--- src/logic/sfm_pkg.sv ---
// Package of constants and types for the safety function I/O mapper
package sfm_pkg;

  // ****************************************************************
  // Register map
  // ****************************************************************
  localparam logic [3:0] SFM_ADDR_IN_ASSIGN  = 4'h0;
  localparam logic [3:0] SFM_ADDR_OUT_ASSIGN = 4'h1;
  localparam logic [3:0] SFM_ADDR_SOURCE     = 4'h2;
  localparam logic [3:0] SFM_ADDR_NET_CMD    = 4'h3;
  localparam logic [3:0] SFM_ADDR_REQ_STAT   = 4'h4;
  localparam logic [3:0] SFM_ADDR_IND_STAT   = 4'h5;
  localparam logic [3:0] SFM_ADDR_FN_STAT    = 4'h6;
  localparam logic [3:0] SFM_ADDR_PIN_STAT   = 4'h7;

  // ****************************************************************
  // Widths and reset values
  // ****************************************************************
  localparam int          SFM_NUM_REQ      = 8;
  localparam int          SFM_NUM_IND      = 17;
  localparam int          SFM_NUM_FN       = 16;
  localparam logic [3:0]  SFM_IN_RST       = 4'h1;
  localparam logic [4:0]  SFM_OUT_RST      = 5'h02;
  localparam logic [7:0]  SFM_NET_RST      = 8'h00;
  localparam logic [31:0] SFM_UNMAPPED     = 32'h0000_0000;

  // ****************************************************************
  // Input assignment codes
  // ****************************************************************
  typedef enum logic [3:0] {
    SFM_IN_NONE        = 4'b0000,
    SFM_IN_TORQUE_OFF  = 4'b0001,
    SFM_IN_STOP_ONE    = 4'b0010,
    SFM_IN_STOP_TWO    = 4'b0011,
    SFM_IN_SPEED_ONE   = 4'b0100,
    SFM_IN_POS_DIR     = 4'b0101,
    SFM_IN_NEG_DIR     = 4'b0110,
    SFM_IN_INCREMENT   = 4'b0111,
    SFM_IN_TORQUE_ONE  = 4'b1000
  } sfm_in_sel_t;

  // Request bit positions, in the order of the input codes minus one
  localparam int SFM_RQ_TORQUE_OFF = 0;
  localparam int SFM_RQ_STOP_ONE   = 1;
  localparam int SFM_RQ_STOP_TWO   = 2;
  localparam int SFM_RQ_SPEED_ONE  = 3;
  localparam int SFM_RQ_POS_DIR    = 4;
  localparam int SFM_RQ_NEG_DIR    = 5;
  localparam int SFM_RQ_INCREMENT  = 6;
  localparam int SFM_RQ_TORQUE_ONE = 7;

  // Active function bit positions
  localparam int SFM_FN_TORQUE_OFF = 0;
  localparam int SFM_FN_STOP_ONE   = 1;
  localparam int SFM_FN_STOP_TWO   = 2;
  localparam int SFM_FN_OP_STOP    = 3;
  localparam int SFM_FN_SPEED_MON  = 4;
  localparam int SFM_FN_SPEED_LOW  = 5;
  localparam int SFM_FN_BRAKE      = 6;
  localparam int SFM_FN_SPEED_BASE = 7;
  localparam int SFM_FN_POS_DIR    = 11;
  localparam int SFM_FN_NEG_DIR    = 12;
  localparam int SFM_FN_INCREMENT  = 13;
  localparam int SFM_FN_TORQUE_ONE = 14;
  localparam int SFM_FN_DIR_ANY    = 15;

  // ****************************************************************
  // Output assignment codes
  // ****************************************************************
  typedef enum logic [4:0] {
    SFM_OUT_NONE        = 5'b00000,
    SFM_OUT_SPEED_MON   = 5'b00001,
    SFM_OUT_BRAKE       = 5'b00010,
    SFM_OUT_TORQUE_OFF  = 5'b00011,
    SFM_OUT_OP_STOP     = 5'b00100,
    SFM_OUT_STOP_ONE    = 5'b00101,
    SFM_OUT_STOP_TWO    = 5'b00110,
    SFM_OUT_SPEED_ONE   = 5'b00111,
    SFM_OUT_SPEED_TWO   = 5'b01000,
    SFM_OUT_SPEED_THREE = 5'b01001,
    SFM_OUT_SPEED_FOUR  = 5'b01010,
    SFM_OUT_POS_DIR     = 5'b01011,
    SFM_OUT_NEG_DIR     = 5'b01100,
    SFM_OUT_INCREMENT   = 5'b01101,
    SFM_OUT_TORQUE_ONE  = 5'b01110,
    SFM_OUT_TORQUE_TWO  = 5'b01111,
    SFM_OUT_TORQUE_THR  = 5'b10000,
    SFM_OUT_TORQUE_FOUR = 5'b10001
  } sfm_out_sel_t;

  // Indication bit positions, code minus one
  localparam logic [4:0] SFM_OUT_CODE_MAX = 5'h11;

endpackage : sfm_pkg

--- src/logic/sfm_map_if.sv ---
// Interface carrying requests and indications between mapper modules
`timescale 1ns/1ps
`default_nettype none

interface sfm_map_if;
  import sfm_pkg::*;
  logic [SFM_NUM_REQ-1:0] req;
  logic [SFM_NUM_IND-1:0] ind;
  logic [SFM_NUM_FN-1:0]  fn;
  sfm_in_sel_t            in_sel;
  sfm_out_sel_t           out_sel;
  logic                   pin_open;
  logic                   out_closed;

  modport decode
  (
    input  in_sel,
    input  pin_open,
    output req
  );
  modport encode
  (
    input  fn,
    input  out_sel,
    output ind,
    output out_closed
  );
  modport top
  (
    output in_sel,
    output out_sel,
    output pin_open,
    output fn,
    input  req,
    input  ind,
    input  out_closed
  );
endinterface : sfm_map_if

`default_nettype wire

--- src/logic/sfm_in_decode.sv ---
// Decoder from the input terminal to one safety request
`timescale 1ns/1ps
`default_nettype none

module sfm_in_decode
  import sfm_pkg::*;
(
  // Mapping carrier
  sfm_map_if.decode m
);

  // ****************************************************************
  // One request per input code
  // ****************************************************************
  genvar gi;
  generate
    for (gi = 0; gi < SFM_NUM_REQ; gi++)
    begin : g_req
      // Open terminal raises the request of the assigned code
      assign m.req[gi] = m.pin_open && (m.in_sel == 4'(gi + 1));
    end
  endgenerate

endmodule : sfm_in_decode

`default_nettype wire

--- src/logic/sfm_io_mapper.sv ---
// Top of the safety function I/O mapper
// Operation
// - Input terminal routes to the request picked by the input assignment.
// - Open input with torque-off assignment activates safe torque off.
// - Open input with stop-one assignment activates safe stop 1.
// - Open input with stop-two assignment activates safe stop 2 and operating stop.
// - Open input with speed-one assignment activates speed limit 1 with its settings.
// - Open input with positive-direction assignment monitors increasing direction.
// - Open input with negative-direction assignment monitors decreasing direction.
// - Open input with increment assignment activates limited increment.
// - Open input with torque-one assignment activates torque limit 1 with its bounds.
// - Network commands are accepted as an additional request source beside the terminal.
// - Output terminal carries the indication picked by the output assignment.
// - Network status is reported while the output terminal stays usable.
// - Speed monitor output closes when monitoring and speed at or below threshold.
// - Brake output drives brake control, open while operating.
// - Torque-off output opens while safe torque off is active.
// - Operating-stop output opens while stopped motor is monitored.
// - Stop-one output opens while safe stop 1 is active.
// - Stop-two output opens while safe stop 2 and operating stop is active.
// - Four speed-limit outputs, each open while its function is active.
// - Positive and negative direction outputs open while safe direction is active in their own direction.
// - Increment output opens while limited increment is active.
// - Four torque-limit outputs; only torque limit 1 opens while its function is active, the other three stay closed.
`timescale 1ns/1ps
`default_nettype none

module sfm_io_mapper
  import sfm_pkg::*;
(
  // Clock and reset
  input  wire logic                   ref_clk,
  input  wire logic                   rstn,
  // Safety terminals
  input  wire logic                   in_pin_open,
  output var  logic                   out_pin_closed,
  // Function status from the monitors
  input  wire logic [SFM_NUM_FN-1:0]  fn_active,
  // Requests towards the monitors
  output var  logic [SFM_NUM_REQ-1:0] safety_request,
  // Network status
  output var  logic [SFM_NUM_IND-1:0] net_indication,
  // Register port
  input  wire logic [3:0]             reg_addr,
  input  wire logic [31:0]            reg_wdata,
  input  wire logic                   reg_wr,
  input  wire logic                   reg_rd,
  output var  logic [31:0]            reg_rdata
);

  // ****************************************************************
  // Pin synchroniser
  // ****************************************************************
  logic [2:0] pin_sync_r;
  logic       pin_open_r;
  logic       pin_open_nxt;

  always_ff @(posedge ref_clk or negedge rstn)
  begin
    if (!rstn)
      pin_sync_r <= 3'h7;
    else
      pin_sync_r <= {pin_sync_r[1:0], in_pin_open};
  end

  // A change counts once the second and third stage agree; open at reset is safe
  assign pin_open_nxt = (pin_sync_r[1] == pin_sync_r[2]) ? pin_sync_r[2] : pin_open_r;

  always_ff @(posedge ref_clk or negedge rstn)
  begin
    if (!rstn)
      pin_open_r <= 1'b1;
    else
      pin_open_r <= pin_open_nxt;
  end

  // ****************************************************************
  // Function status sampling
  // ****************************************************************
  logic [SFM_NUM_FN-1:0] fn_r;

  always_ff @(posedge ref_clk or negedge rstn)
  begin
    if (!rstn)
      fn_r <= '0;
    else
      fn_r <= fn_active;
  end

  // ****************************************************************
  // Registers
  // ****************************************************************
  sfm_in_sel_t            in_sel_r;
  sfm_out_sel_t           out_sel_r;
  logic                   net_src_r;
  logic [SFM_NUM_REQ-1:0] net_cmd_r;

  wire wr_in   = reg_wr && (reg_addr == SFM_ADDR_IN_ASSIGN);
  wire wr_out  = reg_wr && (reg_addr == SFM_ADDR_OUT_ASSIGN);
  wire wr_src  = reg_wr && (reg_addr == SFM_ADDR_SOURCE);
  wire wr_net  = reg_wr && (reg_addr == SFM_ADDR_NET_CMD);
  wire in_ok   = reg_wdata[3:0] <= 4'(SFM_NUM_REQ);
  wire out_ok  = reg_wdata[4:0] <= SFM_OUT_CODE_MAX;

  always_ff @(posedge ref_clk or negedge rstn)
  begin
    if (!rstn)
    begin
      in_sel_r  <= sfm_in_sel_t'(SFM_IN_RST);
      out_sel_r <= sfm_out_sel_t'(SFM_OUT_RST);
      net_src_r <= 1'b0;
      net_cmd_r <= SFM_NET_RST;
    end
    else
    begin
      if (wr_in && in_ok)
        in_sel_r <= sfm_in_sel_t'(reg_wdata[3:0]);
      if (wr_out && out_ok)
        out_sel_r <= sfm_out_sel_t'(reg_wdata[4:0]);
      if (wr_src)
        net_src_r <= reg_wdata[0];
      if (wr_net)
        net_cmd_r <= reg_wdata[SFM_NUM_REQ-1:0];
    end
  end

  // ****************************************************************
  // Mapping
  // ****************************************************************
  sfm_map_if m ();

  assign m.in_sel   = in_sel_r;
  assign m.out_sel  = out_sel_r;
  assign m.pin_open = pin_open_r;
  assign m.fn       = fn_r;

  sfm_in_decode u_dec
  (
    .m (m)
  );

  sfm_out_encode u_enc
  (
    .m (m)
  );

  // Network requests act beside the terminal
  wire [SFM_NUM_REQ-1:0] req_nxt = m.req | (net_src_r ? net_cmd_r : '0);

  // Named requests
  wire torque_off_request         = req_nxt[SFM_RQ_TORQUE_OFF];
  wire stop_one_request           = req_nxt[SFM_RQ_STOP_ONE];
  wire stop_two_request           = req_nxt[SFM_RQ_STOP_TWO];
  wire speed_limit_one_request    = req_nxt[SFM_RQ_SPEED_ONE];
  wire positive_direction_request = req_nxt[SFM_RQ_POS_DIR];
  wire negative_direction_request = req_nxt[SFM_RQ_NEG_DIR];
  wire increment_limit_request    = req_nxt[SFM_RQ_INCREMENT];
  wire torque_limit_one_request   = req_nxt[SFM_RQ_TORQUE_ONE];

  wire [SFM_NUM_REQ-1:0] req_vec = {torque_limit_one_request, increment_limit_request,
                                    negative_direction_request, positive_direction_request,
                                    speed_limit_one_request, stop_two_request,
                                    stop_one_request, torque_off_request};

  // ****************************************************************
  // Outputs
  // ****************************************************************
  always_ff @(posedge ref_clk or negedge rstn)
  begin
    if (!rstn)
    begin
      safety_request <= '0;
      out_pin_closed <= 1'b0;
      net_indication <= '0;
    end
    else
    begin
      safety_request <= req_vec;
      out_pin_closed <= m.out_closed;
      net_indication <= m.ind;
    end
  end

  // ****************************************************************
  // Read back
  // ****************************************************************
  logic [31:0] rdata_nxt;

  always_comb
  begin
    unique case (reg_addr)
      SFM_ADDR_IN_ASSIGN:  rdata_nxt = 32'(in_sel_r);
      SFM_ADDR_OUT_ASSIGN: rdata_nxt = 32'(out_sel_r);
      SFM_ADDR_SOURCE:     rdata_nxt = 32'(net_src_r);
      SFM_ADDR_NET_CMD:    rdata_nxt = 32'(net_cmd_r);
      SFM_ADDR_REQ_STAT:   rdata_nxt = 32'(safety_request);
      SFM_ADDR_IND_STAT:   rdata_nxt = 32'(net_indication);
      SFM_ADDR_FN_STAT:    rdata_nxt = 32'(fn_r);
      SFM_ADDR_PIN_STAT:   rdata_nxt = 32'({out_pin_closed, pin_open_r});
      default:             rdata_nxt = SFM_UNMAPPED;
    endcase
  end

  always_ff @(posedge ref_clk or negedge rstn)
  begin
    if (!rstn)
      reg_rdata <= SFM_UNMAPPED;
    else if (reg_rd)
      reg_rdata <= rdata_nxt;
    else
      reg_rdata <= SFM_UNMAPPED;
  end

endmodule : sfm_io_mapper

`default_nettype wire

--- src/logic/sfm_out_encode.sv ---
// Encoder from function status to the output terminal
`timescale 1ns/1ps
`default_nettype none

module sfm_out_encode
  import sfm_pkg::*;
(
  // Mapping carrier
  sfm_map_if.encode m
);

  // ****************************************************************
  // Indications, high means the function is active
  // ****************************************************************
  assign m.ind[0] = m.fn[SFM_FN_SPEED_MON] && m.fn[SFM_FN_SPEED_LOW];
  assign m.ind[1] = m.fn[SFM_FN_BRAKE];
  assign m.ind[2] = m.fn[SFM_FN_TORQUE_OFF];
  assign m.ind[3] = m.fn[SFM_FN_OP_STOP];
  assign m.ind[4] = m.fn[SFM_FN_STOP_ONE];
  assign m.ind[5] = m.fn[SFM_FN_STOP_TWO];

  genvar gi;
  generate
    for (gi = 0; gi < 4; gi++)
    begin : g_lim
      assign m.ind[6 + gi]  = m.fn[SFM_FN_SPEED_BASE + gi];
      assign m.ind[13 + gi] = (gi == 0) ? m.fn[SFM_FN_TORQUE_ONE] : 1'b0;
    end
  endgenerate

  assign m.ind[10] = m.fn[SFM_FN_DIR_ANY] && m.fn[SFM_FN_POS_DIR];
  assign m.ind[11] = m.fn[SFM_FN_DIR_ANY] && m.fn[SFM_FN_NEG_DIR];
  assign m.ind[12] = m.fn[SFM_FN_INCREMENT];

  // ****************************************************************
  // Terminal contact: speed monitor closes when true, others open
  // ****************************************************************
  wire sel_valid = (m.out_sel != SFM_OUT_NONE);
  wire sel_ind   = m.ind[m.out_sel - 5'h01];
  wire is_speed  = (m.out_sel == SFM_OUT_SPEED_MON);

  assign m.out_closed = sel_valid && (is_speed ? sel_ind : !sel_ind);

endmodule : sfm_out_encode

`default_nettype wire

--- config.mk ---
export PLATFORM = sky130hd
export DESIGN_NAME = sfm_io_mapper
export DESIGN_NICKNAME = d
export VERILOG_FILES = /design/src/logic/sfm_pkg.sv /design/src/logic/sfm_map_if.sv /design/src/logic/sfm_in_decode.sv /design/src/logic/sfm_io_mapper.sv /design/src/logic/sfm_out_encode.sv
export SDC_FILE = /design/constraint.sdc
export NUM_CORES = 1
export LEC_CHECK = 0
export BUFFER_PORTS_ARGS = -buffer_cell sky130_fd_sc_hd__buf_4
export CAP_MARGIN = 15
export CELL_PAD_IN_SITES_DETAIL_PLACEMENT = 1
export CELL_PAD_IN_SITES_GLOBAL_PLACEMENT = 1
export CORE_MARGIN = 2
export CORE_UTILIZATION = 41
export CTS_CLUSTER_DIAMETER = 100
export CTS_CLUSTER_SIZE = 24
export DETAILED_ROUTE_END_ITERATION = 16
export GPL_ROUTABILITY_DRIVEN = 0
export GPL_TIMING_DRIVEN = 0
export PLACE_DENSITY_LB_ADDON = 0.1
export SYNTH_ARGS = -nofsm -noshare
export SYNTH_HDL_FRONTEND = slang
export SYNTH_SLANG_ARGS = --single-unit
--- constraint.sdc ---
create_clock -name ref_clk -period 3.7 [get_ports ref_clk]
set_input_delay 0.185 -clock ref_clk [delete_from_list [all_inputs] [get_ports ref_clk]]
set_output_delay 0.185 -clock ref_clk [all_outputs]
set_load 0.02 [all_outputs]
# Word-level counts from Yosys, hierarchy flattened
# Index checks and enable logic that the tools add are counted.
# op_classes
order_cmp,3
n_addsub,1
bitwise_logic,1
n_reduce_logical,21
eq_ne,17
muxes,6
# ops
operator,count
case mux 16 bit (8 select lines),1
"== test 4 x 3 -> 1 bit, second input constant",8
2-to-1 mux 32 bit,1
logical AND 1 bit,18
"== test 4 x 2 -> 1 bit, second input constant",4
"== test 4 x 1 -> 1 bit, second input constant",2
2-to-1 mux 8 bit,1
bitwise OR 8 bit,1
"less-than comparator 5 x 6 -> 1 bit, second input constant",1
binary-select mux 1 bit (select 5 bit),1
"== test 5 x 1 -> 1 bit, second input constant",1
"less-or-equal comparator 5 bit, second input constant",1
nonzero test 5 bit,1
"subtractor 5 x 1 -> 5 bit, second input constant",1
"== test 4 bit, second input constant",1
"less-or-equal comparator 4 bit, second input constant",1
logical NOT 4 bit,1
2-to-1 mux 1 bit,2
== test 1 bit,1
logical NOT 1 bit,1
# totals
out_inout_bits,58
regBits,93
inputBits,57

# Longest topological paths before layout
# Gate-level depths: netlist of the first run.
# depth
ltp_word,6
ltp_mapped,8
mapped_depth_nobuf,7

# By module
# A second synthesis of the first run with hierarchy kept.
# hier_totals
hier_cells,299
area_unflattened_um2,3638.5
# by_module_without_submodules
module,area_per_inst_um2,instances,cells_per_inst
sfm_io_mapper,3099.2,1,228
sfm_out_encode,466.7,1,57
sfm_in_decode,72.6,1,14

# Worst setup path after synthesis of the first run
# No wires, ideal clock.
# synth_timing
path_kind,register to register
startpoint,"register out_sel_r[0], in the netlist m.out_sel[0]"
endpoint,register out_pin_closed
synth_period_minus_slack_ns,2.124
t_arrival_ns,1.995
slack_ns,1.576
path_buffers,1
required_time_ns,3.572
stages_incl_launch_ff,9
setup_time_ns,0.128
cell_sequence,dfrtp_1 > buf_2 > inv_1 > ha_1 > xor2_2 > mux4_1 > a211oi_1 > or4_1 > nand2_1
# synth_between
elab_chain_cells,6
elab_cells_between_ends,8
# synth_rtl
element,line_no,source
from (decl),sfm_io_mapper.sv:94,sfm_out_sel_t out_sel_r;
from (signal assigned),sfm_io_mapper.sv:110,out_sel_r <= sfm_out_sel_t'(SFM_OUT_RST);
from (signal assigned),sfm_io_mapper.sv:119,out_sel_r <= sfm_out_sel_t'(reg_wdata[4:0]);
subtractor 5 x 1 -> 5 bit,sfm_out_encode.sv:39,wire sel_ind = m.ind[m.out_sel - 5'h01];
binary-select mux 1 bit (select 5 bit),sfm_out_encode.sv:39,
2-to-1 mux 1 bit (implied by the code),sfm_out_encode.sv:39,
logical NOT 1 bit,sfm_out_encode.sv:42,assign m.out_closed = sel_valid && (is_speed ? sel_ind : !sel_ind);
2-to-1 mux 1 bit,sfm_out_encode.sv:42,
logical AND 1 bit (*),sfm_out_encode.sv:42,
via m.out_closed,sfm_map_if.sv:13,logic out_closed;
to (signal assigned),sfm_io_mapper.sv:179,out_pin_closed <= m.out_closed;
to (decl),sfm_io_mapper.sv:36,"output var logic out_pin_closed,"
# The timed path passes the listed nets; every way through them passes the cells marked *. The select of a mux whose other input is x is not followed.
# A chain may end at the register's enable or synchronous reset.

# Worst setup path in the final report of the first run
# Same ends and word-level chain as after synthesis.

==> results of run 1 <==
-- how the worst max path moves through the flow --
stage / slack, ps / endpoint / cells after the start / startpoint
floorplan: 1580 / out_pin_closed / 8 / m.out_sel[0]
global placement: 1240 / out_pin_closed / 8 / m.out_sel[0]
detailed placement: 1200 / out_pin_closed / 8 / m.out_sel[0]
CTS: 1190 / out_pin_closed / 8 / m.out_sel[0]
global route: 1030 / out_pin_closed / 8 / m.out_sel[0]
finish: 1190 / out_pin_closed / 8 / m.out_sel[0]
-- through the flow --
step | std cells | area (µm²) | hold slack, ps | power, mW
floorplan | 275 | 3300 | -111 | 1.31
global placement | 446 | 3950 | 294 | 1.50
detailed placement | 446 | 3950 | 295 | 1.51
CTS | 477 | 4300 | 24.2 | 2.13
global route | 477 | 4300 | 64.8 | 2.21
finish | 477 | 4300 | -10.0 | 2.11
-- layout by cell type (no fill, tap or decap), types with 9 or more instances in the layout --
cell and instances:
buf_4 88, dfrtp_1 71, nor2_1 19, conb_1 19
dlygate4sd3_1 17, mux2_2 16, nand2_1 12, clkbuf_1 11
a22oi_1 10, clkbuf_8 10, mux2i_1 9
-- worst max-delay path, stage by stage (launching register included) --
cell and delay [ps]:
dfrtp_1 350, buf_2 240, inv_1 100, ha_1 250, xor2_2 230, mux4_1 640
a211oi_1 350, or4_1 180, nand2_1 50
-- power by group --
group | switching, mW | internal (mW) | total [mW] | leakage (nW)
clock network | 0.274 | 0.322 | 0.597 | 0.0923
registers | 0.0843 | 0.939 | 1.02 | 0.950
logic | 0.259 | 0.230 | 0.489 | 0.996
total | 0.618 | 1.49 | 2.11 | 2.04
-- layout make-up --
type | count | area [µm²] | share of cell area (%)
Timing Repair Buffer | 86 | 688 | 16.0
Buffer | 30 | 185 | 4.31
Tap cell | 102 | 128 | 2.97
Clock inverter | 2 | 35.0 | 0.815
Sequential cell | 77 | 1930 | 45.0
Clock buffer | 12 | 145 | 3.38
Multi-Input combinational cell | 161 | 1160 | 26.9
Inverter | 7 | 26.3 | 0.611
-- repair_timing --
action                                 CTS  global route
endpoints found under the hold margin   17             0
hold buffers                            17             0
setup buffers                            0             0
-- registers in the layout (all words and copies together) (netlist names), 3 cells and up --
register and cells:
fn_r 16, pin_sync_r 3, net_indication 14, net_cmd_r 8, in_sel_r 4, reg_rdata 16, m.out_sel 5, safety_request 8
-- cells by family after synthesis --
logic type,after synthesis,share of synthesized area (%)
compound gates,42,9.70
xor+xnor,4,1.31
fa+ha+maj,4,1.47
buf+inv,37,6.53
flops,77,59.8
mux,29,11.2
other cells,1,0.116
simple gates,63,9.86
-- layer usage --
metal | share of wire [%] | track usage (%) | vias up
li1 | - | - | 1108
met5 | 0 | 0 | -
met3 | 4.5 | 4.31 | 5
met2 | 50 | 34.1 | 69
met1 | 45 | 27.4 | 1222
met4 | 0.99 | 5.88 | 0
==> results by group, run 1 <==
Floorplanning
  • Placement row count: 32
  • Num ports: 115
  • Die Width: 92.9 µm
  • Chip Height: 92.9 µm
  • Starting Density: 42.1%
  • Die ar.: 8620 µm²
  • Core area: 7690 µm²

Timing
  • Final Hold Violating Endpoints: 13
  • RSZ-0062 raised after global routing: no
  • Slew Viols, Final: 0
  • Setup_tns: 0 ps
  • Worst setup margin: 1190 ps
  • Clock Skew: 5.29 ps
  • Slew at the pin closest to its max-slew limit: 919 ps
  • Highest clock rate: 398 MHz
  • Final Cycle Share: 67.9%
  • Final setup vio count: 0
  • Worst Hold Slack: -10.0 ps
  • Minimum clock period: 2510 ps
  • Max-slew headroom at the worst pin: 38.7%

Placement
  • Detailed Place HPWL: 6250 µm
  • IO buf count: 69
  • Place WS: 1200 ps

Outcome
  • Failing checks: hold timing
  • Status: finished, violations left

Synth
  • Synth unique cells: 46
  • Fraction of the yosys area taken by sequential cells: 59.8%
  • Syn Area/Cell: 12.6 µm²
  • Leading area contributor after synthesis: dfrtp_1
  • Post-synth EDFFs: 0
  • Synth top area share: 54.9%
  • Gate count of the mapped netlist: 257
  • Syn. warnings: 0
  • Commonest cells in the netlist: dfrtp_1 (71), buf_4 (19), nor2_1 (19), mux2_2 (16), nand2_1 (12)
  • Top post-synthesis cells by area: dfrtp_1 (55%), mux2_2 (5.6%), dfstp_2 (4.9%)
  • Async set-or-reset flop fraction in the synthesized netlist: 100%
  • Most numerous cell in the Yosys netlist: dfrtp_1
  • Yosys reg bits: 77
  • Synth Cell Area: 3240 µm²
  • Main synth FF type: dfrtp_1

Finish
  • Antenna cells: 0
  • Final #Nets: 432
  • Finished Core Util: 55.9%
  • Synth-to-Final Area Change: 32.9%
  • Fillers: 838
  • Layout cells sized above 1: 34.7%

Route
  • Post-route DRC: 0
  • Vias/cell: 5.04
  • Final ANT Viol Nets: 0
  • Via Count: 2,404
  • Routed wire per std cell: 17.4 µm
  • Routed WL: 8290 µm
  • Initial drt markers: 105
  • Drt first pass iters: 4

Clock network
  • Worst-case clock buffer depth: 2
  • H-tree Lvls: 3
  • Clk Latency, worst-skew pair: 330 ps
  • Post-cts sizing count: 0
  • Sink Count: 77
  • Num CTS Buffers: 9
  • Clock-pin slew on the worst setup and hold paths: 70 ps
  • Clock root buffer: clkbuf_8
  • TritonCTS clock tree: done

Critical path
  • Critical path class: reg2reg
  • RR Startpoint: m.out_sel[0]
  • R2r worst-path depth: 8
  • Critical Path End Type: register
  • Data arrival, critical path: 2730 ps
  • Reg-to-Reg End: out_pin_closed
  • CP required: 3910 ps
  • Startpoint Class: register
  • R2R setup slack: 1190 ps
  • Worst Path Max Fanout: 8

Global routing
  • Largest net degree at the start of global routing: 78
  • Remaining global-route overflow: 0
  • Total GRT Usage: 20.6%
  • Number of global-route vias before repair: 2,565
  • Initial antenna violation count: 0
  • First-pass GRT wire length: 13,400 µm

Flow run
  • Max cap viols: 0

Power
  • VDD IR max: 0.000257 V
  • Static leakage: 2.04 nW
  • Power density cells: 490 nW/µm²

Min path
  • Hold Path Class: in2async
No activity file was read; power rests on OpenSTA's default activity.
==> inputs of run 2 (changes only) <==
--- a/config.mk
+++ b/config.mk
@@ -10,7 +10,7 @@
 export CELL_PAD_IN_SITES_DETAIL_PLACEMENT = 1
 export CELL_PAD_IN_SITES_GLOBAL_PLACEMENT = 1
 export CORE_MARGIN = 2
-export CORE_UTILIZATION = 41
+export CORE_UTILIZATION = 35
 export CTS_CLUSTER_DIAMETER = 100
 export CTS_CLUSTER_SIZE = 24
 export DETAILED_ROUTE_END_ITERATION = 16
==> constraint.sdc (replaced) <==
create_clock -name ref_clk -period 2 [get_ports ref_clk]
set_input_delay 0.1 -clock ref_clk [delete_from_list [all_inputs] [get_ports ref_clk]]
set_output_delay 0.1 -clock ref_clk [all_outputs]
set_load 0.02 [all_outputs]
==> results by group, run 2 (synthesized netlist as in run 1, its figures left out) <==
Global routing
  • Total GRT Usage: 18.2% (-2.4 points)
  • Number of global-route vias before repair: 2,498 (-2.6%)
  • Remaining global-route overflow: 0 (unchanged)
  • First-pass GRT wire length: 13,700 µm (+2.6%)
  • Largest net degree at the start of global routing: 78 (unchanged)
  • Initial antenna violation count: 0 (unchanged)

Clock network
  • Clk Latency, worst-skew pair: 360 ps (+30 ps)
  • Worst-case clock buffer depth: 2 (unchanged)
  • Sink Count: 77 (unchanged)
  • Clock root buffer: clkbuf_8
  • Num CTS Buffers: 9 (unchanged)
  • Clock-pin slew on the worst setup and hold paths: 80 ps (about the same)
  • TritonCTS clock tree: done
  • H-tree Lvls: 3 (unchanged)

Critical path
  • Critical path class: reg2reg
  • Buf+Inv Stages, Crit Path: 1 (-1)
  • Worst Path Max Fanout: 3 (-5)
  • Startpoint Class: register
  • Slowest stage delay, CP: 570 ps (-70 ps)
  • Crit-path cells: inv_4 > ha_4 > xor2_4 > mux4_2 > a211oi_4 > or4_1 > nand2_1
  • Top delay family on crit path: multiplexers
  • Critical Path End Type: register
  • Worst path slowest cell: mux4_2
  • Data arrival, critical path: 2330 ps (-400 ps)
  • CP required: 2230 ps (-1680 ps)

Finish
  • Storage cell area: 1930 µm² (unchanged)
  • Most frequent cells in the layout: buf_4 (91), dfrtp_1 (71), dlygate4sd3_1 (24)
  • Synth-to-Final Area Change: 38.7%
  • Most common cell after layout, fill and taps aside: buf_4
  • Largest registers: fn_r x16, reg_rdata x16, net_indication x14
  • Area of the multi-input gates: 1220 µm² (+5.6%)
  • Fillers: 1,000 (+19%)
  • Layout cells sized above 1: 37.6% (+3.0 points)
  • Final #Nets: 443 (+2.5%)
  • Finished Core Util: 49.3% (-6.6 points)
  • Antenna cells: 0 (unchanged)
  • Final std cells w/o fill: 499 (+4.6%)

Route
  • Drt first pass iters: 4 (unchanged)
  • Routed wire per std cell: 17.2 µm (-0.81%)
  • Final ANT Viol Nets: 0 (unchanged)
  • Vias/cell: 4.87 (-3.5%)
  • Post-route DRC: 0 (unchanged)
  • Via Count: 2,428 (+1.0%)
  • Routed WL: 8610 µm (+3.8%)
  • Initial drt markers: 75 (-29%)

Timing
  • Slew at the pin closest to its max-slew limit: 970 ps (+50.6 ps)
  • Setup_tns: -102 ps (-102 ps)
  • Max-slew headroom at the worst pin: 35.3% (-3.4 points)
  • RSZ-0062 raised after global routing: yes
  • Final Hold Violating Endpoints: 0 (-13)
  • Highest clock rate: 476 MHz (+20%)
  • Final setup vio count: 1 (+1)
  • Final Cycle Share: 105% (+37 points)
  • Worst setup margin: -102 ps (-1290 ps)
  • Minimum clock period: 2100 ps (-412 ps)
  • Worst Hold Slack: 14.2 ps (+24.3 ps)
  • Clock Skew: 10.9 ps (+5.63 ps)
  • Slew Viols, Final: 0 (unchanged)

Floorplanning
  • Num ports: 115 (unchanged)
  • Core area: 9110 µm² (+18%)
  • Placement row count: 35 (+9.4%)
  • Die Width: 100 µm (+7.9%)
  • Chip Height: 100 µm (+7.9%)
  • Starting Density: 35.5% (-6.6 points)
  • Die ar.: 10,000 µm² (+16%)

Placement
  • Dpl cells: 455 (+2.0%)
  • IO buf count: 69 (unchanged)
  • Detailed Place HPWL: 6220 µm (-0.50%)

Power
  • VDD IR max: 0.000353 V (+37%)
  • Static leakage: 2.09 nW (+2.7%)
  • Power density cells: 899 nW/µm² (+83%)
  • Total power: 4.04 mW (+92%)

Outcome
  • Status: finished, violations left
  • Failing checks: setup timing

Min path
  • Hold Path Class: in2reg

Flow run
  • Max cap viols: 0 (unchanged)
run 2: changes by cell type in the layout (fill, tap and decap cells not counted), moves of 2 or more:
cell / previous run / this run
inv_6: 0 / 3
buf_6: 0 / 2
inv_4: 0 / 2
buf_4: 88 / 91
dlygate4sd3_1: 17 / 24
clkinvlp_4: 0 / 2
ha_4: 0 / 2
ha_1: 3 / 1
inv_1: 7 / 5
clkbuf_1: 11 / 9
a211oi_1: 3 / 1
run 2: final cells by class:
cell class,instances,share of cell area [%]
Sequential cell,77,43.1
Multi-Input combinational cell,161,27.2
Timing Repair Buffer,97,17.6
Buffer,30,4.26
Tap cell,111,3.09
Clock buffer,9,2.76
Clock inverter,7,1.23
Inverter,7,0.697
run 2: per-stage QoR:
| stage | instance area [µm²] | worst slack [ps] |
|---|---|---|
| detailed placement | 3970 | -288 |
| global route | 4490 | -178 |
| CTS | 4480 | -128 |
| finish | 4490 | -102 |
| floorplan | 3310 | 2.32 |
| global placement | 3970 | -211 |
run 2: per-layer routing:
metal  vias up  track usage, %  wire [µm]
met5         -               0          0
met4         0            4.74         73
met3         7            5.29        480
met2        63            28.6       4170
met1      1228            24.9       3880
li1       1130               -          -
run 2: path summary, 6_finish.rpt:
check / from / end / slack (ps) / depth (start not counted)
min in group asynchronous: rstn / net_cmd_r[0] / 440 / 2
worst min-delay path: reg_wdata[0] / net_src_r / 10 / 2
max in group asynchronous: rstn / fn_r[3] / 920 / 2
worst max register to register: m.out_sel[1] / out_pin_closed / -100 / 7
worst max-delay path: m.out_sel[1] / out_pin_closed / -100 / 7
worst min register to register: pin_sync_r[0] / pin_sync_r[1] / 360 / 0
run 2: timing repair:
action                     in CTS  in global routing
setup buffers                   4                  0
hold endpoints to repair       94                  0
pin swaps                       2                  2
setup endpoints to repair       1                  1
hold buffers                   24                  0
resized for setup              11                  3
run 2: report_power, final:
group	total, mW	switching (mW)	internal (mW)
Combinational	1.07	0.545	0.529
Sequential	1.90	0.163	1.73
Clock	1.07	0.604	0.462
Total	4.04	1.31	2.73
==> inputs of run 3 (changes only) <==
--- a/config.mk
+++ b/config.mk
@@ -10,7 +10,7 @@
 export CELL_PAD_IN_SITES_DETAIL_PLACEMENT = 1
 export CELL_PAD_IN_SITES_GLOBAL_PLACEMENT = 1
 export CORE_MARGIN = 2
-export CORE_UTILIZATION = 35
+export CORE_UTILIZATION = 38
 export CTS_CLUSTER_DIAMETER = 100
 export CTS_CLUSTER_SIZE = 24
 export DETAILED_ROUTE_END_ITERATION = 16
==> constraint.sdc (replaced) <==
create_clock -name ref_clk -period 2.4 [get_ports ref_clk]
set_input_delay 0.12 -clock ref_clk [delete_from_list [all_inputs] [get_ports ref_clk]]
set_output_delay 0.12 -clock ref_clk [all_outputs]
set_load 0.02 [all_outputs]
==> results by group, run 3 (synthesized netlist as in run 1, its figures left out) <==
Critical path
  • Critical path class: reg2reg
  • Data arrival, critical path: 2470 ps (+140 ps)
  • CP Launch Point: m.out_sel[0]
  • Slowest stage delay, CP: 560 ps (about the same)
  • Critical Path End Type: register
  • CP required: 2630 ps (+400 ps)
  • Buf+Inv Stages, Crit Path: 2 (+1)
  • Worst Path Max Fanout: 8 (+5)
  • RR Startpoint: m.out_sel[0]
  • Crit-path cells: buf_4 > inv_1 > ha_1 > xor2_2 > mux4_2 > a211oi_2 > or4_1 > nand2_1
  • Top delay family on crit path: multiplexers
  • Worst path slowest cell: mux4_2
  • Startpoint Class: register

Global routing
  • Met2 GRT Util: 32.5% (+3.9 points)
  • Largest net degree at the start of global routing: 78 (unchanged)
  • First-pass GRT wire length: 13,800 µm (+0.90%)
  • Number of global-route vias before repair: 2,560 (+2.5%)
  • Most used routing layer: met2
  • M1 GR Usage: 28.3% (+3.4 points)
  • Remaining global-route overflow: 0 (unchanged)
  • Total GRT Usage: 20.5% (+2.3 points)
  • Initial antenna violation count: 0 (unchanged)
  • Met3 usage in global routing: 3.99% (-1.3 points)

Timing
  • Slew at the pin closest to its max-slew limit: 953 ps (-16.5 ps)
  • Max-slew headroom at the worst pin: 36.4% (+1.1 points)
  • Minimum clock period: 2240 ps (+134 ps)
  • Slew Viols, Final: 0 (unchanged)
  • Final Hold Violating Endpoints: 0 (unchanged)
  • Clock Skew: 14.0 ps (+3.08 ps)
  • Final Cycle Share: 93.1% (-12 points)
  • Highest clock rate: 447 MHz (-6.0%)
  • Final setup vio count: 0 (-1)
  • RSZ-0062 raised after global routing: no

Min path
  • Hold Path Class: in2reg
  • Hold_sp: reg_wdata[4]

Clock network
  • Clk Latency, worst-skew pair: 350 ps (about the same)
  • Clock root buffer: clkbuf_8
  • Num CTS Buffers: 9 (unchanged)
  • Worst-case clock buffer depth: 2 (unchanged)
  • TritonCTS clock tree: done
  • Clock-pin slew on the worst setup and hold paths: 90 ps (about the same)
  • Sink Count: 77 (unchanged)
  • H-tree Lvls: 3 (unchanged)

Placement
  • Detailed Place HPWL: 6210 µm (about the same)
  • IO buf count: 69 (unchanged)

Power
  • VDD IR max: 0.000348 V (-1.3%)
  • Total power: 3.48 mW (-14%)
  • Static leakage: 2.08 nW (-0.90%)
  • Power density cells: 788 nW/µm² (-12%)

Route
  • Via Count: 2,409 (-0.78%)
  • Initial drt markers: 140 (+87%)
  • Post-route DRC: 0 (unchanged)
  • Drt first pass iters: 4 (unchanged)
  • Vias/cell: 4.95 (+1.7%)
  • Final ANT Viol Nets: 0 (unchanged)
  • Routed wire per std cell: 17.7 µm (+2.6%)
  • Routed WL: 8620 µm (+0.12%)

Floorplanning
  • Die Width: 96.3 µm (-3.9%)
  • Placement row count: 33 (-5.7%)
  • Chip Height: 96.3 µm (-3.9%)
  • Die ar.: 9270 µm² (-7.6%)
  • Num ports: 115 (unchanged)
  • Core area: 8220 µm² (-9.8%)
  • Starting Density: 39.4% (+3.9 points)

Finish
  • Final #Nets: 437 (-1.4%)
  • Synth-to-Final Area Change: 36.2%
  • Most frequent cells in the layout: buf_4 (90), dfrtp_1 (71), dlygate4sd3_1 (21)
  • Most common cell after layout, fill and taps aside: buf_4
  • Finished Core Util: 53.6% (+4.3 points)
  • Antenna cells: 0 (unchanged)
  • Layout cells sized above 1: 36.1% (-1.5 points)
  • Largest registers: fn_r x16, reg_rdata x16, net_indication x14

Outcome
  • Status: complete, no violations

Flow run
  • Max cap viols: 0 (unchanged)
[run 3: cell types whose count changed in the layout (fill, tap and decap cells not counted), moves of 2 or more]
| cell | before | now |
|---|---|---|
| bufinv_16 | 0 | 2 |
| ha_1 | 1 | 3 |
| buf_6 | 2 | 0 |
| inv_4 | 2 | 0 |
| ha_4 | 2 | 0 |
| inv_1 | 5 | 7 |
| dlygate4sd3_1 | 24 | 21 |
[run 3: repair_timing]
action / in CTS / in global routing
endpoints found under the setup margin: 1 / 1
hold buffers: 21 / 0
hold endpoints to repair: 91 / 0
pin swaps: 0 / 0
gates resized for setup: 1 / 4
cloned: 0 / 0
buffers inserted: 1 / 0
[run 3: final timing paths]
path / slack [ps] / end / depth (start not counted)
setup / recovery: 160 / out_pin_closed / 8
hold / removal: 30 / net_cmd_r[4] / 2
setup reg to reg: 160 / out_pin_closed / 8
hold reg to reg: 360 / pin_sync_r[1] / 0
max in group asynchronous: 1300 / reg_rdata[3] / 2
min in group asynchronous: 480 / net_cmd_r[0] / 2
[run 3: power breakdown]
| part | leakage [nW] | total [mW] | internal (mW) | switching [mW] |
|---|---|---|---|---|
| sequential | 0.950 | 1.58 | 1.45 | 0.130 |
| clock | 0.107 | 1.10 | 0.595 | 0.500 |
| combinational | 1.02 | 0.803 | 0.381 | 0.422 |
[run 3: layout make-up]
class                           instances  area [µm²]
Multi-Input combinational cell        161        1170
Clock inverter                          6        93.8
Clock buffer                           10         128
Fill cell                             892        3810
Tap cell                              105         131
Sequential cell                        77        1930
Inverter                                7        26.3
Buffer                                 30         188
Timing Repair Buffer                   91         736
[run 3: metrics by stage]
step           hold WS, ps  instance area (µm²)  TNS (ps)  worst slack, ps  std cells
3_3_place_gp           229                 3950     -50.2            -50.2        449
3_5_place_dp           230                 3950      -116             -116        449
5_1_grt               26.8                 4410         0             14.9        487
2_1_floorplan         -176                 3300         0              276        275
4_1_cts               21.7                 4400         0            0.427        487
6_report              34.1                 4410         0              165        487
[run 3: layer usage]
layer / routed length (µm) / part of all wire [%]
met3: 505 / 5.9
met5: 0 / 0
met4: 125 / 1.5
met2: 4120 / 48
met1: 3860 / 45
